**config.mk**
```make
export PLATFORM = sky130hd
export DESIGN_NAME = gpc_pin_control
export DESIGN_NICKNAME = d
export VERILOG_FILES = /design/src/hw/gpc_cfg_mem.v /design/src/hw/gpc_pin_control.v /design/src/hw/gpc_pin_sync.v
export VERILOG_INCLUDE_DIRS = /design/src /design/src/hw
export SDC_FILE = /design/constraint.sdc
export NUM_CORES = 1
export LEC_CHECK = 0
export ABC_CLOCK_PERIOD_IN_PS = 2100
export BUFFER_PORTS_ARGS = -buffer_cell sky130_fd_sc_hd__buf_2
export CAP_MARGIN = 10
export CORE_MARGIN = 1.5
export CORE_UTILIZATION = 57
export DETAILED_ROUTE_END_ITERATION = 12
export GPL_TIMING_DRIVEN = 0
export PLACE_DENSITY = 0.9
export SYNTH_ARGS = -nofsm -noshare
export SYNTH_HDL_FRONTEND = slang
export SYNTH_SLANG_ARGS = --single-unit
```
**constraint.sdc**
```tcl
create_clock -name clock -period 2.1 [get_ports clock]
set_input_delay 0.21 -clock clock [delete_from_list [all_inputs] [get_ports clock]]
set_output_delay 0.21 -clock clock [all_outputs]
set_load 0.005 [all_outputs]
```
**src/hw/gpc_defines.vh**
```
`ifndef GPC_DEFINES_VH
`define GPC_DEFINES_VH
// drive mode encodings (3 bits)
`define GPC_DM_INPUT      3'h0
`define GPC_DM_WUP_SDN    3'h1
`define GPC_DM_SUP_WDN    3'h2
`define GPC_DM_OD_LOW     3'h3
`define GPC_DM_OD_HIGH    3'h4
`define GPC_DM_STRONG     3'h5
`define GPC_DM_OFF        3'h6
`define GPC_DM_WEAK       3'h7
// per-pin configuration word field positions
`define GPC_CFG_W         9
`define GPC_CFG_DM_LO     0
`define GPC_CFG_DM_HI     2
`define GPC_CFG_VTTL      3
`define GPC_CFG_INDIS     4
`define GPC_CFG_OUTDIS    5
`define GPC_CFG_SLOW      6
`define GPC_CFG_IEDGE_LO  7
`define GPC_CFG_IEDGE_HI  8
// interrupt edge select
`define GPC_EDGE_NONE     2'h0
`define GPC_EDGE_RISE     2'h1
`define GPC_EDGE_FALL     2'h2
`define GPC_EDGE_BOTH     2'h3
// reset values and sizes
`define GPC_CFG_RST       9'h006
`define GPC_MUX_SW        2'h0
`define GPC_MUX_W         2
`define GPC_PINS          13
`define GPC_PORTS         2
`define GPC_PORT0_PINS    8
`endif

```
**src/hw/gpc_cfg_mem.v**
```verilog
`timescale 1ns/1ns
// per-pin configuration store, registered read port
module gpc_cfg_mem #(
	parameter WIDTH = 9,
	parameter DEPTH = 13,
	parameter AW    = 4
) (
	// clock and reset
	input  wire             clock,
	input  wire             sys_rst,
	// write port
	input  wire             wrEn,
	input  wire [AW-1:0]    wrAddr,
	input  wire [WIDTH-1:0] wrData,
	// read port
	input  wire [AW-1:0]    rdAddr,
	output reg  [WIDTH-1:0] rdData
);
	reg [WIDTH-1:0] mem [0:DEPTH-1];
	always @(posedge clock) begin
		if (sys_rst) begin
			rdData <= {WIDTH{1'b0}};
		end else begin
			if (wrEn && (wrAddr < DEPTH))
				mem[wrAddr] <= wrData;
			if (rdAddr < DEPTH)
				rdData <= mem[rdAddr];
			else
				rdData <= {WIDTH{1'b0}};
		end
	end
endmodule // gpc_cfg_mem

```
**src/hw/gpc_pin_control.v**
```verilog
// Functional notes
// - each pin selects one of eight drive modes
// - each pin selects CMOS or LVTTL input threshold
// - input and output paths have separate disables
// - hold freezes pin outputs at their last state
// - each pin has a slew-rate select
// - during reset every pin sits in the disabled drive state
// - per-pin matrix picks software or peripheral source for each pin
// - fixed-function pins bypass the matrix
// - output-data register drives pins; pin-state register reads levels
// - software writes configuration, organised per port
// - pins interrupt only when their interrupt is enabled
// - each port combines its pin interrupts into one request
// - in deep sleep ports either keep state or stay operational
// - waking by reset puts all pins in high impedance
// - waking by interrupt keeps retained state until software rewrites
// - thirteen pins, all usable as general pins
// - hold and interrupt logic must not depend on the main clock; here both run on clock
`timescale 1ns/1ns
`include "gpc_defines.vh"
module gpc_pin_control #(
	parameter NPINS  = 13,
	parameter NPORT0 = 8
) (
	// clock and reset
	input  wire                  clock,
	input  wire                  sys_rst,
	// configuration write, one pin at a time
	input  wire                  cfgWrEn,
	input  wire                  cfgPort,
	input  wire [2:0]            cfgPinInPort,
	input  wire [8:0]            cfgWrData,
	input  wire [1:0]            cfgMuxSel,
	// configuration readback
	input  wire [3:0]            cfgRdPin,
	output reg  [8:0]            cfgRdData,
	// output data register, per port write with mask
	input  wire                  outWrEn,
	input  wire                  outPort,
	input  wire [7:0]            outWrMask,
	input  wire [7:0]            outWrData,
	output reg  [NPINS-1:0]      outDataQ,
	// pin state readback
	output reg  [NPINS-1:0]      pinStateQ,
	// interrupt status, write one to clear
	input  wire                  intClrEn,
	input  wire                  intClrPort,
	input  wire [7:0]            intClrMask,
	output reg  [NPINS-1:0]      intStatusQ,
	output reg  [1:0]            portIrqQ,
	// peripheral sources through the matrix
	input  wire [NPINS-1:0]      periphA,
	input  wire [NPINS-1:0]      periphB,
	input  wire [NPINS-1:0]      periphC,
	// fixed-function override, bypasses matrix
	input  wire [NPINS-1:0]      fixedEn,
	input  wire [NPINS-1:0]      fixedOut,
	// power state
	input  wire                  holdEn,
	input  wire                  deepSleep,
	input  wire                  sleepKeep,
	input  wire                  wakeByReset,
	// pads
	input  wire [NPINS-1:0]      padIn,
	output reg  [NPINS-1:0]      padOut,
	output reg  [NPINS-1:0]      padOe_n,
	output reg  [3*NPINS-1:0]    padDriveMode,
	output reg  [NPINS-1:0]      padVttl,
	output reg  [NPINS-1:0]      padSlow,
	output reg  [NPINS-1:0]      padInEn
);
	// flat pin index from port and pin-in-port
	function [3:0] pinIndex;
		input       port;
		input [2:0] sub;
		begin
			pinIndex = port ? (4'h8 + {1'b0, sub}) : {1'b0, sub};
		end
	endfunction

	// mask of pins belonging to a port
	function [NPINS-1:0] portMask;
		input       port;
		input [7:0] m;
		begin
			if (port)
				portMask = {m[NPINS-NPORT0-1:0], {NPORT0{1'b0}}};
			else
				portMask = {{(NPINS-NPORT0){1'b0}}, m[NPORT0-1:0]};
		end
	endfunction

	wire [3:0]         wrPin = pinIndex(cfgPort, cfgPinInPort);
	wire               wrOk  = cfgWrEn && (wrPin < NPINS);
	wire [NPINS-1:0]   pinSync;
	wire [8:0]         memRd;

	// shadow configuration, read back through a registered memory
	reg  [8:0]         cfg_q   [0:NPINS-1];
	reg  [1:0]         mux_q   [0:NPINS-1];
	reg  [NPINS-1:0]   pinSync_q;
	reg  [NPINS-1:0]   held_q;
	reg                holding_q;
	reg  [NPINS-1:0]   drvOut_d;
	reg  [NPINS-1:0]   drvOe_n_d;
	reg  [3*NPINS-1:0] dm_d;
	reg  [NPINS-1:0]   edge_d;
	reg  [NPINS-1:0]   oe_n_q;
	reg  [3*NPINS-1:0] dm_q;
	integer i;
	integer j;
	integer k;

	gpc_cfg_mem #(.WIDTH(9), .DEPTH(NPINS), .AW(4)) uMem (
		.clock  (clock),
		.sys_rst(sys_rst),
		.wrEn   (wrOk),
		.wrAddr (wrPin),
		.wrData (cfgWrData),
		.rdAddr (cfgRdPin),
		.rdData (memRd)
	);

	gpc_pin_sync #(.N(NPINS)) uSync (
		.clock  (clock),
		.sys_rst(sys_rst),
		.asyncIn(padIn),
		.syncOut(pinSync)
	);

	always @(posedge clock) begin
		if (sys_rst) begin
			for (i = 0; i < NPINS; i = i + 1) begin
				cfg_q[i] <= `GPC_CFG_RST;
				mux_q[i] <= `GPC_MUX_SW;
			end
		end else if (wrOk) begin
			cfg_q[wrPin] <= cfgWrData;
			mux_q[wrPin] <= cfgMuxSel;
		end
	end

	// source, drive and edge decode per pin
	always @* begin
		drvOut_d  = {NPINS{1'b0}};
		drvOe_n_d = {NPINS{1'b1}};
		dm_d      = {3*NPINS{1'b0}};
		edge_d    = {NPINS{1'b0}};
		for (j = 0; j < NPINS; j = j + 1) begin
			dm_d[3*j +: 3] = cfg_q[j][`GPC_CFG_DM_HI:`GPC_CFG_DM_LO];
			if (fixedEn[j])
				drvOut_d[j] = fixedOut[j];
			else if (mux_q[j] == 2'h1)
				drvOut_d[j] = periphA[j];
			else if (mux_q[j] == 2'h2)
				drvOut_d[j] = periphB[j];
			else if (mux_q[j] == 2'h3)
				drvOut_d[j] = periphC[j];
			else
				drvOut_d[j] = outDataQ[j];
			// open-drain modes release the pad on the passive level
			case (dm_d[3*j +: 3])
			`GPC_DM_INPUT, `GPC_DM_OFF:
				drvOe_n_d[j] = 1'b1;
			`GPC_DM_OD_LOW:
				drvOe_n_d[j] = drvOut_d[j];
			`GPC_DM_OD_HIGH:
				drvOe_n_d[j] = ~drvOut_d[j];
			default:
				drvOe_n_d[j] = 1'b0;
			endcase
			if (cfg_q[j][`GPC_CFG_OUTDIS])
				drvOe_n_d[j] = 1'b1;
			case (cfg_q[j][`GPC_CFG_IEDGE_HI:`GPC_CFG_IEDGE_LO])
			`GPC_EDGE_RISE:
				edge_d[j] = pinSync[j] & ~pinSync_q[j];
			`GPC_EDGE_FALL:
				edge_d[j] = ~pinSync[j] & pinSync_q[j];
			`GPC_EDGE_BOTH:
				edge_d[j] = pinSync[j] ^ pinSync_q[j];
			default:
				edge_d[j] = 1'b0;
			endcase
			if (cfg_q[j][`GPC_CFG_INDIS])
				edge_d[j] = 1'b0;
		end
	end

	// hold engages on request or on deep sleep with retention; once
	// engaged it stays until the request drops and software writes a configuration or output data, so a wake
	// by interrupt does not disturb the pads
	wire holdReq = holdEn | (deepSleep & sleepKeep);
	always @(posedge clock) begin
		if (sys_rst || wakeByReset) begin
			holding_q <= 1'b0;
			held_q    <= {NPINS{1'b0}};
			oe_n_q    <= {NPINS{1'b1}};
			dm_q      <= {NPINS{`GPC_DM_OFF}};
		end else if (holdReq && !holding_q) begin
			holding_q <= 1'b1;
			held_q    <= drvOut_d;
			oe_n_q    <= drvOe_n_d;
			dm_q      <= dm_d;
		end else if (holding_q && !holdReq && (wrOk || outWrEn)) begin
			holding_q <= 1'b0;
		end
	end

	// pad outputs are registered; the frozen copy wins while holding
	always @(posedge clock) begin
		if (sys_rst || wakeByReset) begin
			padOut       <= {NPINS{1'b0}};
			padOe_n      <= {NPINS{1'b1}};
			padDriveMode <= {NPINS{`GPC_DM_OFF}};
			padVttl      <= {NPINS{1'b0}};
			padSlow      <= {NPINS{1'b0}};
			padInEn      <= {NPINS{1'b0}};
		end else if (holding_q) begin
			padOut       <= held_q;
			padOe_n      <= oe_n_q;
			padDriveMode <= dm_q;
		end else begin
			padOut       <= drvOut_d;
			padOe_n      <= drvOe_n_d;
			padDriveMode <= dm_d;
			for (k = 0; k < NPINS; k = k + 1) begin
				padVttl[k] <= cfg_q[k][`GPC_CFG_VTTL];
				padSlow[k] <= cfg_q[k][`GPC_CFG_SLOW];
				padInEn[k] <= ~cfg_q[k][`GPC_CFG_INDIS];
			end
		end
	end

	// data, state and interrupt registers; a new edge beats a clear
	wire [NPINS-1:0] outM = portMask(outPort, outWrMask);
	wire [NPINS-1:0] outV = portMask(outPort, outWrData);
	wire [NPINS-1:0] clrM = intClrEn ?
		portMask(intClrPort, intClrMask) : {NPINS{1'b0}};
	wire [NPINS-1:0] intNext = (intStatusQ & ~clrM) | edge_d;
	always @(posedge clock) begin
		if (sys_rst) begin
			outDataQ   <= {NPINS{1'b0}};
			pinStateQ  <= {NPINS{1'b0}};
			pinSync_q  <= {NPINS{1'b0}};
			intStatusQ <= {NPINS{1'b0}};
			portIrqQ   <= 2'h0;
			cfgRdData  <= 9'h000;
		end else begin
			if (outWrEn)
				outDataQ <= (outDataQ & ~outM) | (outV & outM);
			pinSync_q  <= pinSync;
			pinStateQ  <= pinSync;
			intStatusQ <= intNext;
			portIrqQ[0] <= |intNext[NPORT0-1:0];
			portIrqQ[1] <= |intNext[NPINS-1:NPORT0];
			cfgRdData  <= memRd;
		end
	end
	// all thirteen pins are general; this model runs on one
	// clock, so the sleep clock must keep clock running in deep sleep
endmodule // gpc_pin_control

```
**src/hw/gpc_pin_sync.v**
```verilog
`timescale 1ns/1ns
// two-stage synchroniser for pin input levels
module gpc_pin_sync #(
	parameter N = 13
) (
	input  wire         clock,
	input  wire         sys_rst,
	input  wire [N-1:0] asyncIn,
	output reg  [N-1:0] syncOut
);
	reg [N-1:0] meta_q;
	always @(posedge clock) begin
		if (sys_rst) begin
			meta_q  <= {N{1'b0}};
			syncOut <= {N{1'b0}};
		end else begin
			meta_q  <= asyncIn;
			syncOut <= meta_q;
		end
	end
endmodule // gpc_pin_sync
```
# After elaboration in Yosys (flattened, before gate mapping)
# Memory sizes are Yosys's and may differ from the RTL's. A register that Yosys moved wholly into a read port is not among the register bits.
# Index checks and enable logic that the tools add are counted.
[word_totals]
in_bits = 132
n_memories = 3
ram_bits = 260
reg_bits = 246
[classes]
muxes = 128
order_cmp = 2
n_bitwise = 101
n_eq_ne = 117
addsub = 1
reduce_logical = 41
[memory_table]
columns = ["memory", "words", "word_bits", "rd", "rd_ports_with_merged_regs", "write_ports", "line_no", "rtl"]
rows = [
  ["cfg_q", 13, 9, 13, 0, 13, "gpc_pin_control.v:99", "reg [8:0] cfg_q [0:NPINS-1];"],
  ["uMem.mem", 13, 9, 1, 1, 1, "gpc_cfg_mem.v:19", "reg [WIDTH-1:0] mem [0:DEPTH-1];"],
  ["mux_q", 13, 2, 13, 0, 13, "gpc_pin_control.v:100", "reg [1:0] mux_q [0:NPINS-1];"],
]
[op_table]
columns = ["op", "count"]
rows = [
  ["2-bit equality test, second input constant", 52],
  ["1-bit two-way mux", 90],
  ["3-bit equality test, second input constant", 26],
  ["13-bit two-way mux", 6],
  ["1-bit one-hot mux with 3 select lines", 26],
  ["1-bit NOT", 53],
  ["2-bit by 1-bit equality test with 1-bit output, second input constant", 26],
  ["13-bit AND", 3],
  ["3-bit by 2-bit equality test with 1-bit output, second input constant", 13],
  ["3-bit zero test", 13],
  ["39-bit two-way mux", 1],
  ["2-bit OR reduction", 15],
  ["1-bit AND", 27],
  ["13-bit NOT", 2],
  ["13-bit OR", 2],
  ["1-bit XOR", 13],
  ["4-bit two-way mux", 3],
  ["9-bit two-way mux", 1],
  ["9-bit OR reduction", 1],
  ["4-bit less-than comparator, second input constant", 2],
  ["8-bit OR reduction", 1],
  ["1-bit logical AND", 5],
  ["5-bit OR reduction", 1],
  ["4-bit by 3-bit adder with 4-bit output, first input constant", 1],
  ["5 further kinds", 7],
]

# Longest topological paths before layout
# An unclocked memory read counts as a cell.
[logic_depth]
word_depth = 10
ltp_mapped = 7
depth_no_buf = 7

# By module
# From an unflattened synthesis, not the netlist that was laid out.
[hier_totals]
cells_unflattened = 1716
hier_area_um2 = 20589.7
[modules_own_cells]
columns = ["module", "instances", "cells_each", "seq_area_each_um2", "area_each_um2"]
rows = [
  ["gpc_pin_control", 1, 1392, 8698.3, 14841.7],
  ["gpc_cfg_mem", 1, 270, 3693.5, 5047.3],
  ["gpc_pin_sync", 1, 54, 520.5, 700.7],
]

# Worst setup path before layout
# No wires, ideal clock.
[synth_path]
path_type = "input to register"
start = "in cfgRdPin[1]"
end = "reg uMem.rdData[0], read port of uMem.mem"
arrival_time_ns = 1.651
n_path_buf = 2
path_stages = 5
setup_time_ns = 0.125
path_slack_ns = 0.324
cell_sequence = "buf_2 -> buf_1 -> mux4_2 -> mux4_2 -> nor2b_1"
[synth_between]
elab_chain_len = 3
[synth_rtl]
columns = ["element", "line_no", "rtl"]
rows = [
  ["from (decl)", "gpc_pin_control.v:35", "input wire [3:0] cfgRdPin,"],
  ["4-bit less-than comparator", "gpc_cfg_mem.v:26", "if (rdAddr < DEPTH)"],
  ["1-bit NOT (no line)", "--", ""],
  ["2-bit OR reduction (no line)", "--", ""],
  ["to (decl)", "gpc_cfg_mem.v:17", "output reg [WIDTH-1:0] rdData"],
]
# Several ways; a longest one is shown, not always the timed one.
# A chain may end at the register's enable or synchronous reset.

==> impl_metrics.json <==
{
  "p_leak_uw": 0.00936,
  "power_uw": 22600,
  "hpwl_um": 41400,
  "gp_congestion": 0.945,
  "synth_fp_nets": 1795,
  "n_fill_cell": 2264,
  "final_cell_mix": "288 x buf_2, 260 x edfxtp_1, 255 x dfxtp_1, 164 x nor2_1, 121 x nand2_1",
  "final_common_cell": "buf_2",
  "grt_pass1_wl_um": 86400,
  "core_mm2": 0.0346,
  "num_rows": 68,
  "die_h_um": 191,
  "crit_fanout": 4,
  "hold_ws_ps": 13.6,
  "synth_area_mm2": 0.0201,
  "p_int_uw": 17400,
  "nets": 2170,
  "fmax_ghz": 0.492,
  "dr_total_vias": 14900,
  "cts_made_buffers": 50,
  "root_buffer": "clkbuf_16",
  "grt_pass1_vias": 14500,
  "portBuffers": 280,
  "grt_usage": 0.324,
  "seq_area_mm2": 0.0129,
  "placed_cell_area_mm2": 0.0221,
  "netSwitchingFraction": 0.232,
  "layout_setup_ws_ps": 69.0,
  "multi_input_area_mm2": 0.00660,
  "drive_gt1_frac": 0.219,
  "synth_warnings": 0,
  "gr-total-overflow": 0,
  "hold_viol": 0,
  "seqPwrFrac": 0.496,
  "rsz0062_at_grt": "false",
  "post-place-ws_ps": -539,
  "drt_iter0_drc": 1708,
  "critPathRequiredTime_ps": 2550,
  "setup_violations": 0,
  "pwr-share-comb": 0.079,
  "drv_slew": 0,
  "drtPass1Iterations": 6,
  "synth.ff_latch_count": 515,
  "pin_count": 286,
  "p_per_area_mw_per_mm2": 931,
  "skew_ps": 27.1,
  "clk_path_buf_depth": 3,
  "period_share": 0.967,
  "syn_inst": 1637,
  "ys_types": 33,
  "timing.max_cap.violations": 0,
  "status": "completed",
  "crit_path_end_kind": "flop",
  "syn2layout_area_growth_pct": 21.1,
  "antenna_found_initial": 2,
  "critPathArrivalTime_ps": 2480,
  "worst_pin_slew_ps": 1280,
  "min_path_type": "input pin to flop",
  "fin_area_mm2": 0.0243,
  "finalWirelength_um": 59400,
  "syn_avg_cell_area_um2": 12.3,
  "wl_per_cell_um": 23.7,
  "start_kind": "flop",
  "pwr-share-clk": 0.424,
  "postCtsSetupBuffers": 0,
  "dieArea_mm2": 0.0364,
  "power_switching_uw": 5250,
  "insertion_delay_ps": 580,
  "path_class": "flop to flop",
  "drc": 0,
  "clk_pin_slew_ps": 60,
  "ir_worst_vdd_mv": 0.878,
  "htreeDepth": 2,
  "slew_headroom": 0.148,
  "drtAntennaViolNets": 0,
  "cts_tree": "yes",
  "clock_sinks": 515,
  "initial_core_util": 0.580,
  "vias_per_cell": 5.92,
  "die_x_um": 191,
  "period_needed_ps": 2030,
  "grt_start_max_net_pins": 19,
  "synth-seq-area-share": 0.643
}
-- path summary, 6_finish.rpt --
check	from	endpoint	slack, ps	depth (start not counted)
worst max-delay path	mux_q[12][0]$_SDFFCE_PN0P_	padOe_n[12]$_SDFF_PP1_	70	5
worst min-delay path	cfgWrData[8]	uMem.mem[11][8]$_DFFE_PP_	10	1
worst max register to register	mux_q[12][0]$_SDFFCE_PN0P_	padOe_n[12]$_SDFF_PP1_	70	5
worst min register to register	uSync.meta_q[4]$_SDFF_PP0_	uSync.syncOut[4]$_SDFF_PP0_	430	1
-- worst max-delay path: stages (launching register included) --
cell	delay, ps
edfxtp_1	420
mux4_2	550
mux2i_4	240
nor3b_1	80
or3_1	340
a31oi_1	300
-- cells in the mapped netlist, drive strengths merged --
| cell | count | area [um2] |
|---|---|---|
| nand3 | 32 | 160 |
| nand4 | 12 | 75.1 |
| nor3b | 14 | 105 |
| a211oi | 26 | 195 |
| a31oi | 27 | 169 |
| mux2i | 73 | 731 |
| and3 | 1 | 6.26 |
| dfxtp | 255 | 5100 |
| edfxtp | 260 | 7810 |
| nor2 | 164 | 616 |
| or3 | 20 | 125 |
| inv | 52 | 195 |
| o211ai | 26 | 195 |
| nor2b | 47 | 294 |
| nor3 | 16 | 80.1 |
| buf | 18 | 98.8 |
| clkbuf | 79 | 297 |
| nand2 | 121 | 454 |
| o21ai | 36 | 180 |
| ha | 26 | 325 |
| nand2b | 34 | 213 |
| nor4b | 1 | 8.76 |
| and2 | 117 | 732 |
| nand3b | 2 | 15.0 |
| and4 | 14 | 123 |
| mux4 | 49 | 1100 |
| a21oi | 75 | 375 |
| a311oi | 11 | 96.3 |
| a221oi | 12 | 105 |
| or2 | 16 | 100 |
| a2bb2oi | 1 | 8.76 |
-- cell type report --
cell class / count / share of cell area
Buffer: 97 / 0.0168
Antenna cell: 1 / 0.000103
Timing Repair Buffer: 323 / 0.0764
Inverter: 52 / 0.00802
Clock inverter: 21 / 0.0114
Clock buffer: 73 / 0.0616
Sequential cell: 515 / 0.531
Multi-Input combinational cell: 973 / 0.271
Tap cell: 455 / 0.0234
-- sequential cells by signal, indices dropped and copies added, names as in the netlist, 26 cells and up, named ones only --
signal        count
dm_q             39
padDriveMode     39
uMem.mem        117
cfg_q           117
mux_q            26
-- logic make-up (layout without fill, tap and decap cells) --
logic type | after synthesis | after routing | synth area share
mux | 122 | 122 | 0.0913
other cells | 0 | 1 | 0
compound gates | 214 | 214 | 0.0659
buf+inv | 149 | 566 | 0.0294
simple gates | 611 | 611 | 0.155
fa+ha+maj | 26 | 26 | 0.0162
flops | 515 | 515 | 0.643
-- metal layers --
metal  up-vias  wire length, um  track usage  part of all wire
met5         -               18            0           0.00030
met4         2             3740        0.196             0.063
met3       216             5430       0.0615             0.091
met2       934            28400        0.530              0.48
met1      7138            21800        0.399              0.37
li1       6578                -            -                 -
-- through the flow --
step / std cells / util / TNS [ps]
2_1_floorplan: 1637 / - / 0
3_3_place_gp: 2372 / 0.637 / -68860
3_5_place_dp: 2372 / 0.637 / -103770
4_1_cts: 2506 / 0.700 / 0
5_1_grt: 2510 / 0.702 / 0
6_report: 2510 / 0.702 / 0
-- power by group through the flow --
stage          clock (uW)  sequential (uW)  combinational, uW
3_5_place_dp            0            11400               1670
6_report             9600            11200               1800
2_1_floorplan           0            11400                929
5_1_grt              9990            11300               1930
3_3_place_gp            0            11400               1610
4_1_cts              9610            11200               1750
-- repair_timing --
action / CTS / global route
setup endpoints to repair: 46 / 46
hold endpoints to repair: 41 / 0
cloned: 0 / 0
hold buffers: 40 / 0
gates resized for setup: 4 / 11
(Power assumes the default switching activity.)
